**src/cmc_regs.svh**
```systemverilog
// register offsets, field positions, reset values and timing counts of the mode control block
`ifndef CMC_REGS_SVH
`define CMC_REGS_SVH

// register offsets on the 16-bit register port
`define CMC_OFS_CTRL        4'h0
`define CMC_OFS_STATUS      4'h2
`define CMC_OFS_CAPS        4'h4

// control register field positions
`define CMC_POS_IDLE_STOP   13
`define CMC_POS_ABORT       12
`define CMC_POS_CLK_SEL     11
`define CMC_POS_REQ_HI      10
`define CMC_POS_REQ_LO      8
`define CMC_POS_CUR_HI      7
`define CMC_POS_CUR_LO      5
`define CMC_POS_CAP_EN      3
`define CMC_POS_WIN         0

// status register field positions
`define CMC_POS_ST_IDLE     0
`define CMC_POS_ST_WAIT     1
`define CMC_POS_ST_HALT     2
`define CMC_POS_ST_WAKE     3
`define CMC_POS_ST_PEND_LO  8

// capability register field positions
`define CMC_POS_CAP_TXB     0
`define CMC_POS_CAP_RXB     4
`define CMC_POS_CAP_FLT     10
`define CMC_POS_CAP_MSK     15

// reset values
`define CMC_RST_MODE        3'h4
`define CMC_RST_BIT         1'h0

// timing: clock rate, fastest bit time, idle length, wake glitch filter
`define CMC_CLK_MHZ         40
`define CMC_BIT_NS          1000
`define CMC_IDLE_BITS       11
`define CMC_BIT_CYC         (`CMC_BIT_NS * `CMC_CLK_MHZ / 1000)
`define CMC_IDLE_CYC        (`CMC_IDLE_BITS * `CMC_BIT_CYC)
`define CMC_WAKE_FILT_NS    500
`define CMC_WAKE_FILT_CYC   ((`CMC_WAKE_FILT_NS * `CMC_CLK_MHZ + 999) / 1000)

`endif
```
**src/cmc_pkg.sv**
```systemverilog
// types shared by the mode control block
package cmc_pkg;

  // operating mode codes, same encoding for request and current mode
  typedef enum logic [2:0] {
    CMC_MODE_NORMAL   = 3'h0,
    CMC_MODE_DISABLE  = 3'h1,
    CMC_MODE_LOOPBACK = 3'h2,
    CMC_MODE_LISTEN   = 3'h3,
    CMC_MODE_CONFIG   = 3'h4,
    CMC_MODE_LSN_ALL  = 3'h7
  } cmc_mode_e;

  // mode switch sequencer, one-hot
  typedef enum logic [1:0] {
    CMC_ST_STABLE = 2'h1,
    CMC_ST_WAIT   = 2'h2
  } cmc_fsm_e;

  typedef struct packed {
    logic [2:0]  mode_req;
    logic [2:0]  cur_mode;
    logic        idle_stop;
    logic        abort;
    logic        clk_sel;
    logic        cap_en;
    logic        register_window_select;
    logic        rx_s1;
    logic        rx_s2;
    logic [15:0] idle_cnt;
    logic        idle_ok;
    logic [15:0] wake_cnt;
    logic        wake_seen;
    cmc_fsm_e    fsm;
    logic [15:0] rdata;
    logic [7:0]  tx_abort;
    logic        tx_pin;
    logic        rx_eng;
    logic        capture;
    logic        halt;
    logic        wake;
  } cmc_state_s;

endpackage

```
**src/cmc_mode_ctrl.sv**
```systemverilog
// operating mode and top-level control of the CAN controller
//
// Contract
// - software requests mode, reads current mode back
// - mode changes only after eleven recessive bits
// - request codes: 7,4,3,2,1,0 valid; 6,5 reserved
// - current mode uses the request encoding
// - idle-stop set halts module in chip idle
// - abort-all aborts buffers, cleared by hardware
// - clock select: module clock twice or equal
// - capture enable gates receive capture event
// - window select maps filters or buffers
// - standard and extended frames, 0-8 bytes
// - up to eight transmit buffers with abort
// - up to thirty-two receive buffers
// - sixteen acceptance filters, three masks
// - every message checked, then filtered
// - remote requests answered automatically
// - bit rate up to one megabit
// - interrupts for all error states
// - wake-up on bus activity, glitch filtered
// - loopback receives own transmissions internally
`timescale 1ns/1ps
`include "cmc_regs.svh"

module cmc_mode_ctrl #(
  parameter int unsigned NUM_TXB    = 8,
  parameter int unsigned NUM_RXB    = 32,
  parameter int unsigned NUM_FLT    = 16,
  parameter int unsigned NUM_MSK    = 3,
  parameter int unsigned IDLE_CYC   = `CMC_IDLE_CYC,
  parameter int unsigned WAKE_CYC   = `CMC_WAKE_FILT_CYC
) (
  input  wire logic               CLK,
  input  wire logic               RST_N,
  input  wire logic [3:0]         ADDR,
  input  wire logic [15:0]        WDATA,
  input  wire logic               WR,
  input  wire logic               RD,
  output logic      [15:0]        RDATA,
  input  wire logic               CHIP_IDLE,
  input  wire logic               BUS_RECEIVE_PIN,
  output logic                    BUS_TRANSMIT_PIN,
  input  wire logic               ENG_TX,
  output logic                    ENG_RX,
  input  wire logic [NUM_TXB-1:0] TX_PENDING,
  output logic      [NUM_TXB-1:0] TX_ABORT,
  input  wire logic               RX_MSG_DONE,
  output logic                    CAPTURE_EVT,
  output logic      [2:0]         CUR_MODE,
  output logic                    MODULE_CLOCK_DOUBLE,
  output logic                    WINDOW_FILTERS,
  output logic                    MODULE_HALT,
  output logic                    WAKE_EVT
);

  cmc_pkg::cmc_state_s state_ff;
  cmc_pkg::cmc_state_s nxt_state;

  // only the six documented mode codes are accepted
  function automatic logic mode_valid(input logic [2:0] m);
    mode_valid = (m != 3'h5) && (m != 3'h6);
  endfunction

  // control register image; unused bits stay zero
  function automatic logic [15:0] ctrl_image(input cmc_pkg::cmc_state_s s);
    logic [15:0] v;
    v = 16'h0000;
    v[`CMC_POS_IDLE_STOP] = s.idle_stop;
    v[`CMC_POS_ABORT] = s.abort;
    v[`CMC_POS_CLK_SEL] = s.clk_sel;
    v[`CMC_POS_REQ_HI:`CMC_POS_REQ_LO] = s.mode_req;
    v[`CMC_POS_CUR_HI:`CMC_POS_CUR_LO] = s.cur_mode;
    v[`CMC_POS_CAP_EN] = s.cap_en;
    v[`CMC_POS_WIN] = s.register_window_select;
    ctrl_image = v;
  endfunction

  // next-state logic for the whole block
  always_comb begin
    logic [15:0] st_img;
    logic [15:0] cap_img;
    logic        wr_ctrl;
    logic        active;
    st_img  = 16'h0000;
    cap_img = 16'h0000;
    nxt_state = state_ff;
    wr_ctrl = WR && (ADDR == `CMC_OFS_CTRL);
    active  = !state_ff.halt;

    // receive pin passes two flops before any use
    nxt_state.rx_s1 = BUS_RECEIVE_PIN;
    nxt_state.rx_s2 = state_ff.rx_s1;

    // bus idle: run of recessive samples long enough for eleven bits
    if (!state_ff.rx_s2) begin
      nxt_state.idle_cnt = 16'h0000;
    end else if (state_ff.idle_cnt < IDLE_CYC[15:0]) begin
      nxt_state.idle_cnt = state_ff.idle_cnt + 16'h0001;
    end
    nxt_state.idle_ok = (nxt_state.idle_cnt >= IDLE_CYC[15:0]);

    // wake-up: dominant must persist, so short glitches never wake the module
    nxt_state.wake = 1'b0;
    if (state_ff.rx_s2) begin
      nxt_state.wake_cnt = 16'h0000;
      nxt_state.wake_seen = 1'b0;
    end else if (state_ff.wake_cnt < WAKE_CYC[15:0]) begin
      nxt_state.wake_cnt = state_ff.wake_cnt + 16'h0001;
    end else if (!state_ff.wake_seen &&
                 state_ff.cur_mode == cmc_pkg::CMC_MODE_DISABLE) begin
      nxt_state.wake = 1'b1;
      nxt_state.wake_seen = 1'b1;
    end

    // software writes to the control register
    if (wr_ctrl) begin
      nxt_state.idle_stop = WDATA[`CMC_POS_IDLE_STOP];
      nxt_state.clk_sel = WDATA[`CMC_POS_CLK_SEL];
      nxt_state.cap_en = WDATA[`CMC_POS_CAP_EN];
      nxt_state.register_window_select = WDATA[`CMC_POS_WIN];
      // reserved requests are dropped; the old request stays in force
      if (mode_valid(WDATA[`CMC_POS_REQ_HI:`CMC_POS_REQ_LO])) begin
        nxt_state.mode_req = WDATA[`CMC_POS_REQ_HI:`CMC_POS_REQ_LO];
      end
    end

    // abort-all: hardware clears once nothing is pending; a new set wins
    if (state_ff.abort && (TX_PENDING == '0)) begin
      nxt_state.abort = 1'b0;
    end
    if (wr_ctrl && WDATA[`CMC_POS_ABORT]) begin
      nxt_state.abort = 1'b1;
    end
    nxt_state.tx_abort = state_ff.abort ? TX_PENDING : '0;

    // mode switch waits for bus idle and for the module to be running
    unique case (state_ff.fsm)
      cmc_pkg::CMC_ST_STABLE: begin
        if (state_ff.mode_req != state_ff.cur_mode) begin
          nxt_state.fsm = cmc_pkg::CMC_ST_WAIT;
        end
      end
      cmc_pkg::CMC_ST_WAIT: begin
        if (state_ff.mode_req == state_ff.cur_mode) begin
          nxt_state.fsm = cmc_pkg::CMC_ST_STABLE;
        end else if (state_ff.idle_ok && active) begin
          nxt_state.cur_mode = state_ff.mode_req;
          nxt_state.fsm = cmc_pkg::CMC_ST_STABLE;
        end
      end
      default: nxt_state.fsm = cmc_pkg::CMC_ST_STABLE;
    endcase

    // idle-stop freezes the module while the chip idles
    nxt_state.halt = state_ff.idle_stop && CHIP_IDLE;

    // only normal mode drives the bus; loopback feeds the engine its own bits
    nxt_state.tx_pin = (state_ff.cur_mode == cmc_pkg::CMC_MODE_NORMAL && active) ?
                       ENG_TX : 1'b1;
    nxt_state.rx_eng = (state_ff.cur_mode == cmc_pkg::CMC_MODE_LOOPBACK) ?
                       ENG_TX : state_ff.rx_s2;

    // capture event per received message, only when enabled
    nxt_state.capture = state_ff.cap_en && RX_MSG_DONE && active;

    // status and capability images
    st_img[`CMC_POS_ST_IDLE] = state_ff.idle_ok;
    st_img[`CMC_POS_ST_WAIT] = (state_ff.fsm == cmc_pkg::CMC_ST_WAIT);
    st_img[`CMC_POS_ST_HALT] = state_ff.halt;
    st_img[`CMC_POS_ST_WAKE] = state_ff.wake_seen;
    st_img[`CMC_POS_ST_PEND_LO +: 8] = 8'(TX_PENDING);
    cap_img[`CMC_POS_CAP_TXB +: 4] = 4'(NUM_TXB);
    cap_img[`CMC_POS_CAP_RXB +: 6] = 6'(NUM_RXB);
    cap_img[`CMC_POS_CAP_FLT +: 5] = 5'(NUM_FLT);
    cap_img[`CMC_POS_CAP_MSK] = (NUM_MSK != 0);

    // read data stand for the one cycle after the strobe; others read zero
    nxt_state.rdata = 16'h0000;
    if (RD) begin
      unique case (ADDR)
        `CMC_OFS_CTRL:   nxt_state.rdata = ctrl_image(state_ff);
        `CMC_OFS_STATUS: nxt_state.rdata = st_img;
        `CMC_OFS_CAPS:   nxt_state.rdata = cap_img;
        default:         nxt_state.rdata = 16'h0000;
      endcase
    end
  end

  // state register with synchronous reset
  always_ff @(posedge CLK) begin
    if (!RST_N) begin
      state_ff <= '0;
      state_ff.mode_req <= `CMC_RST_MODE;
      state_ff.cur_mode <= `CMC_RST_MODE;
      state_ff.rx_s1 <= 1'b1;
      state_ff.rx_s2 <= 1'b1;
      state_ff.tx_pin <= 1'b1;
      state_ff.rx_eng <= 1'b1;
      state_ff.fsm <= cmc_pkg::CMC_ST_STABLE;
    end else begin
      state_ff <= nxt_state;
    end
  end

  // outputs straight from flops
  assign RDATA = state_ff.rdata;
  assign BUS_TRANSMIT_PIN = state_ff.tx_pin;
  assign ENG_RX = state_ff.rx_eng;
  assign TX_ABORT = state_ff.tx_abort;
  assign CAPTURE_EVT = state_ff.capture;
  assign CUR_MODE = state_ff.cur_mode;
  assign MODULE_CLOCK_DOUBLE = state_ff.clk_sel;
  assign WINDOW_FILTERS = state_ff.register_window_select;
  assign MODULE_HALT = state_ff.halt;
  assign WAKE_EVT = state_ff.wake;

  // the mode only moves while the bus has been idle
  a_mode_on_idle: assert property (@(posedge CLK) disable iff (!RST_N)
    $changed(CUR_MODE) |-> $past(state_ff.idle_ok) && !$past(state_ff.halt))
    else $error("mode changed without bus idle");

  // the new mode is the one software asked for
  a_mode_follows_req: assert property (@(posedge CLK) disable iff (!RST_N)
    $changed(CUR_MODE) |-> CUR_MODE == $past(state_ff.mode_req))
    else $error("mode differs from request");

  // a reserved code never shows as the current mode
  a_mode_not_reserved: assert property (@(posedge CLK) disable iff (!RST_N)
    mode_valid(CUR_MODE) && mode_valid(state_ff.mode_req))
    else $error("reserved mode code in force");

  // pending request with a long idle bus is honoured within two cycles
  a_mode_commits: assert property (@(posedge CLK) disable iff (!RST_N)
    (state_ff.mode_req != CUR_MODE) && state_ff.idle_ok && !state_ff.halt &&
    !WR && !CHIP_IDLE ##1 (!WR && state_ff.idle_ok && !CHIP_IDLE)
    |-> ##1 CUR_MODE == $past(state_ff.mode_req, 2))
    else $error("mode request not honoured");

  // abort is only released by an empty pending set
  a_abort_release: assert property (@(posedge CLK) disable iff (!RST_N)
    $fell(state_ff.abort) |-> $past(TX_PENDING) == '0)
    else $error("abort cleared while transmissions pending");

  // abort lines mirror pending buffers while abort is set
  a_abort_drive: assert property (@(posedge CLK) disable iff (!RST_N)
    TX_ABORT == ($past(state_ff.abort) ? $past(TX_PENDING) : '0))
    else $error("abort lines wrong");

  // capture events need the enable and a received message
  a_capture_gate: assert property (@(posedge CLK) disable iff (!RST_N)
    CAPTURE_EVT |-> $past(state_ff.cap_en) && $past(RX_MSG_DONE) && !$past(MODULE_HALT))
    else $error("capture without enable");

  // idle-stop halts exactly while the chip idles
  a_halt_follow: assert property (@(posedge CLK) disable iff (!RST_N)
    ##1 MODULE_HALT == $past(state_ff.idle_stop && CHIP_IDLE))
    else $error("halt does not follow idle-stop");

  // loopback keeps the bus recessive and echoes the engine
  a_loopback_path: assert property (@(posedge CLK) disable iff (!RST_N)
    $past(CUR_MODE) == cmc_pkg::CMC_MODE_LOOPBACK |->
    BUS_TRANSMIT_PIN && ENG_RX == $past(ENG_TX))
    else $error("loopback path wrong");

  // read data only in the cycle after a read
  a_read_window: assert property (@(posedge CLK) disable iff (!RST_N)
    !$past(RD) |-> RDATA == 16'h0000)
    else $error("read data outside read cycle");

  c_mode_to_normal: cover property (@(posedge CLK) disable iff (!RST_N)
    $changed(CUR_MODE) && CUR_MODE == cmc_pkg::CMC_MODE_NORMAL);
  c_abort_done: cover property (@(posedge CLK) disable iff (!RST_N)
    $fell(state_ff.abort));
  c_capture: cover property (@(posedge CLK) disable iff (!RST_N) CAPTURE_EVT);
  c_wake: cover property (@(posedge CLK) disable iff (!RST_N) WAKE_EVT);

endmodule

```
**config.mk**
```make
export PLATFORM = sky130hd
export DESIGN_NAME = cmc_mode_ctrl
export DESIGN_NICKNAME = d
export VERILOG_FILES = /design/src/cmc_pkg.sv /design/src/cmc_mode_ctrl.sv
export VERILOG_INCLUDE_DIRS = /design/src
export SDC_FILE = /design/constraint.sdc
export NUM_CORES = 1
export LEC_CHECK = 0
export ABC_AREA = 1
export ABC_CLOCK_PERIOD_IN_PS = 2120
export BUFFER_PORTS_ARGS = -buffer_cell sky130_fd_sc_hd__buf_2
export CAP_MARGIN = 20
export CORE_MARGIN = 10
export CORE_UTILIZATION = 50
export CTS_CLUSTER_DIAMETER = 40
export DETAILED_ROUTE_END_ITERATION = 7
export GPL_ROUTABILITY_DRIVEN = 0
export GPL_TIMING_DRIVEN = 0
export PLACE_DENSITY = 0.79
export SYNTH_ARGS = -nofsm -noshare
export SYNTH_HDL_FRONTEND = slang
export SYNTH_SLANG_ARGS = --single-unit
```
**constraint.sdc**
```tcl
create_clock -name CLK -period 2.12 [get_ports CLK]
set_input_delay 0.106 -clock CLK [delete_from_list [all_inputs] [get_ports CLK]]
set_output_delay 0.106 -clock CLK [all_outputs]
set_load 0.005 [all_outputs]
```
Word-level counts from Yosys, hierarchy flattened

Index checks and enable logic that the tools add are counted.
W data, S select, Z words.

Add/sub/neg operators: 2
Order comparisons: 3
Equal/unequal tests: 12
Muxes and demuxes: 11
Bitwise gates (word level): 3
Reduce and logical (&&, ||, !) cells: 25

Operators by type and width:

| kind                    | count |
|---|---|
| $pmux W16 S3            | 1 |
| $add A16 B1 Y16 const B | 2 |
| $mux W16                | 2 |
| $ge A16 B9 Y1 const B   | 1 |
| $lt A16 B5 Y1 const B   | 1 |
| $lt A16 B9 Y1 const B   | 1 |
| $reduce_and A2 Y1       | 6 |
| $logic_and A1 B1 Y1     | 10 |
| $logic_not A8 Y1        | 1 |
| $mux W2                 | 3 |
| $ne A3 B3 Y1 const B    | 2 |
| $eq A4 B2 Y1 const B    | 1 |
| $eq A4 B3 Y1 const B    | 1 |
| $logic_not A4 Y1        | 1 |
| $mux W1                 | 4 |
| $pmux W2 S2             | 1 |
| $eq A3 B1 Y1 const B    | 1 |
| $eq A3 B2 Y1 const B    | 1 |
| $eq A3 B3 Y1            | 1 |
| $logic_not A3 Y1        | 1 |
| $ne A3 B1 Y1 const B    | 1 |
| $ne A3 B3 Y1            | 1 |
| $not A1 Y1              | 3 |
| $reduce_and A3 Y1       | 1 |
| other kinds (7)         | 8 |

Flip-flop bits (word level): 78
Input bits: 36
Logic and storage cells: 77

Logic depth before layout (Yosys ltp)

Depth after elaboration: 5
Mapped depth: 12
Depth with buffers taken out: 12

Least setup slack after synthesis

No wires, ideal clock.

Path kind: reg2reg
Start point: register state_ff[49] in the netlist's numbering
End point: register state_ff[48] in the netlist's numbering
Setup time: 0.131 ns
Arrival: 1.208 ns
Data required time: 1.989 ns
Slack: 0.781 ns
Stages on the path, launching flop included: 11
Buffers on the path: 0
Path through: dfxtp_1 > ha_1 > nand2_1 > nor2_1 > nand4_1 > a21oi_1 > nor2_1 > nand2_1 > nor2_1 > nand2_1 > a21oi_2

Word-level cells in the longest chain between the ends: 4
Elaborated cells between the ends (all ways): 5
Those cells by class: 1 x add/sub; 2 x order compare; 2 x mux

Ends and longest elaborated chain:

| element                                                 | RTL line                                 | text |
|---|---|---|
| start: declaration                                      | cmc_mode_ctrl.sv:57                      | `cmc_pkg::cmc_state_s state_ff;` |
| start signal: assignment                                | cmc_mode_ctrl.sv:202                     | `state_ff <= nxt_state;` |
| $add A16 B1 Y16 / $lt A16 B9 Y1 (equally long branches) | cmc_mode_ctrl.sv:99, cmc_mode_ctrl.sv:98 |  |
| $mux W16 (*)                                            | cmc_mode_ctrl.sv:98                      | `end else if (state_ff.idle_cnt < IDLE_CYC[15:0]) begin` |
| $mux W16 (*)                                            | cmc_mode_ctrl.sv:96                      | `if (!state_ff.rx_s2) begin` |
| $ge A16 B9 Y1 (*)                                       | cmc_mode_ctrl.sv:101                     | `nxt_state.idle_ok = (nxt_state.idle_cnt >= IDLE_CYC[15:0]);` |

Mark *: on every way between the ends. The rest lies on a longest branch, timed or not.
A chain may end at the register's enable or synchronous reset.

Worst setup path after layout

Same ends and word-level chain as after synthesis.

==> out/qor.csv <==
stage,metric,value,unit
global_route,gr ovfl total,0,
power_and_ir_drop,total power,0.00285,W
final_layout,Fill cells,498,
drt,vias per inst,4.78,
timing,Final min period,1.55,ns
drt,Vias,2707,
synth,cell area after synthesis,3130,µm²
timing,fin crit share,0.730,
synth,post-synth top area share,0.492,
place,Post-DP Area,3530,µm²
clock_network,CTS buffer count,9,
clock_network,clock slew at reported path FFs,0.08,ns
clock_network,total clock sinks,77,
drt,Final Routed Wirelength,6.96,mm
drt,WL met2,3.29,mm
setup_path,"Arr. time, crit path",1.77,ns
setup_path,CP top delay family,simple AND/OR/NAND/NOR gates,
drt,met3 wire len,637,µm
drt,WL met1,2.94,mm
final_layout,most frequent cells in the layout,"nand2_1, dfxtp_1, buf_2, nor2_1, inv_1",
global_route,pin count of the biggest net entering global routing,15,
setup_path,Critical Path Slowest Stage Cell,dfxtp_1,
place,dpl hpwl,5.27,mm
global_route,first-pass GRT wire length,11.5,mm
synth,synth unique cells,33,
drt,Top Metal Used,met4,
power_and_ir_drop,VDD IR max,0.000476,V
clock_network,Worst-Skew Late Latency,0.35,ns
final_layout,share of cells above drive strength 1,0.236,
flow_run,MaxCap Viol Count,0,
clock_network,CTS tree,yes,
synth,Mapped Avg Cell Area,7.66,µm²
drt,WL/cell,12.3,µm
synth,number of flops mapped to enable cells by yosys,0,
clock_network,Clock Path Buffers,2,
clock_network,CTS H-tree lvls,3,
synth,register bit total from synthesis,77,
final_layout,Final nets,524,
timing,fin. max-slew vios,0,
power_and_ir_drop,leakage,1.75,nW
clock_network,root buffer cell,clkbuf_8,
setup_path,WP buf/inv,0,
drt,DRT Pass-1 Iters,4,
setup_path,Critical Path RT,2.35,ns
timing,post-route setup TNS,0,ns
timing,final hold violations,0,
die,height of the die,99.2,µm
synth,fraction of registers with async set/reset,0,
global_route,GRT Resource Usage Total,0.141,
global_route,initial antenna violation count,0,
final_layout,post-layout instance area,3820,µm²
setup_path,max incr delay on CP,0.39,ns
timing,max frequency,646,MHz
die,Die Footprint,9830,µm²
synth,synth top area cells,"dfxtp_1, nand2_1, nor2_1",
setup_path,CP Cell Sequence,"ha_1, nand2_1, nor2_1, nand4_1, a21oi_1, nor2_1, nand2_1, nor2_1, nand2_1, a21oi_2",
die,Core Region,5990,µm²
setup_path,critical path type,flip-flop to flip-flop,
die,IO Count,70,
synth,register area share after synthesis,0.492,
final_layout,Ant. Diodes,0,
timing,RSZ-0062 raised after global routing,false,
power_and_ir_drop,Power Density,747,nW/µm²
die,standard-cell rows,28,
synth,yosys warns,0,
setup_path,CP Capture Type,flip-flop,
synth,Syn Nets,447,
global_route,vias in the first global route,2594,
setup_path,Worst setup SP type,flip-flop,
place,port bufs,60,
die,DIE WIDTH,99.2,µm
timing,# setup viols final,0,
timing,Worst Skew,0.0115,ns
status,run status,"complete, no violations",
drt,ANT nets after route,0,
setup_path,crit-path max FO,4,
die,Initial Utilization,0.523,
final_layout,synth-to-layout area growth,21.9,%
synth,Main synth FF type,dfxtp_1,
synth,"area leader, netlist",dfxtp_1,
final_layout,"most common cell after layout, fill and taps aside",nand2_1,
drt,number of remaining DRC errors,0,
drt,DR iter-0 viols,166,
synth,synthesized instance count,409,
worst_hold_path,Hold WC Path Type,primary input to flip-flop,
-- stage by stage --
stage / hold WS, ns / instances / worst slack, ns / util
CTS: 0.000506 / 566 / 0.582 / 0.637
finish: 0.00554 / 566 / 0.573 / 0.637
floorplan: 0.210 / 409 / 0.781 / -
global route: 0.0175 / 566 / 0.383 / 0.637
global placement: 0.296 / 544 / 0.631 / 0.589
detailed placement: 0.307 / 544 / 0.606 / 0.589
-- cell usage after synthesis, types with 5 or more instances --
library cell / n
nand4_1: 10
a21oi_1: 25
nand2_1: 83
dfxtp_1: 77
nor2_1: 59
o21ai_0: 10
buf_4: 27
nor3_1: 5
nand3_1: 13
clkbuf_1: 6
inv_1: 56
-- flip-flops by register name (all words and copies together), names as in the netlist --
register and flops:
MODULE_CLOCK_DOUBLE 1, CUR_MODE 3, CAPTURE_EVT 1, BUS_TRANSMIT_PIN 1, MODULE_HALT 1, TX_ABORT 8
WAKE_EVT 1, RDATA 15, WINDOW_FILTERS 1, nxt_state 1, state_ff 43, ENG_RX 1
-- layer usage --
layer	up-vias	global-route usage
met1	1202	0.160
met2	94	0.234
met4	0	0.0562
li1	1401	-
met3	10	0.0526
met5	-	0
-- final cells by class --
class                           count  area, µm²  area share
Clock buffer                       10        138      0.0360
Inverter                           59        224      0.0587
Tap cell                           75       93.8      0.0246
Timing Repair Buffer               66        360      0.0944
Multi-Input combinational cell    239       1140       0.298
Sequential cell                    77       1540       0.404
Buffer                             34        229      0.0600
Clock inverter                      6       93.8      0.0246
-- path summary, 6_finish.rpt --
| kind | start | to | slack [ns] | cells past startpoint |
|---|---|---|---|---|
| max | state_ff[49]$_SDFF_PN0_ | state_ff[48]$_SDFF_PN0_ | 0.57 | 10 |
| min | TX_PENDING[5] | TX_ABORT[5]$_SDFF_PN0_ | 0.006 | 3 |
| min reg2reg | state_ff[46]$_SDFFE_PP0N_ | state_ff[46]$_SDFFE_PP0N_ | 0.43 | 2 |
| max reg2reg | state_ff[49]$_SDFF_PN0_ | state_ff[48]$_SDFF_PN0_ | 0.57 | 10 |
-- report_power, final --
part	leakage [nW]	total, W	switching [W]	internal [W]
logic	1.01	0.000120	0.0000677	0.0000521
clock network	0.113	0.00127	0.000562	0.000703
registers	0.622	0.00147	0.00000977	0.00146
-- kinds of logic after synthesis --
| family | count (synthesis) | share of synthesized area |
|---|---|---|
| xor gates and xnor gates | 6 | 0.0168 |
| DFF | 77 | 0.492 |
| other | 1 | 0.00120 |
| buffers and inverters | 93 | 0.145 |
| and+or+nand+nor | 182 | 0.248 |
| AOI/OAI and AO/OA | 48 | 0.0891 |
| adders and majority gates | 2 | 0.00799 |
-- what timing repair did --
item                                   CTS  global route
hold buffers                             6             0
setup buffers                            0             0
endpoints found under the hold margin    6             0
gates resized for setup                  0             0
-- worst min-delay path: cells and delay by family --
| family | cells | cell delay (ns) |
|---|---|---|
| and+or+nand+nor | 1 | 0.04 |
| buffers and inverters | 2 | 0.17 |
Note: power is estimated with default switching activity, not from simulation.
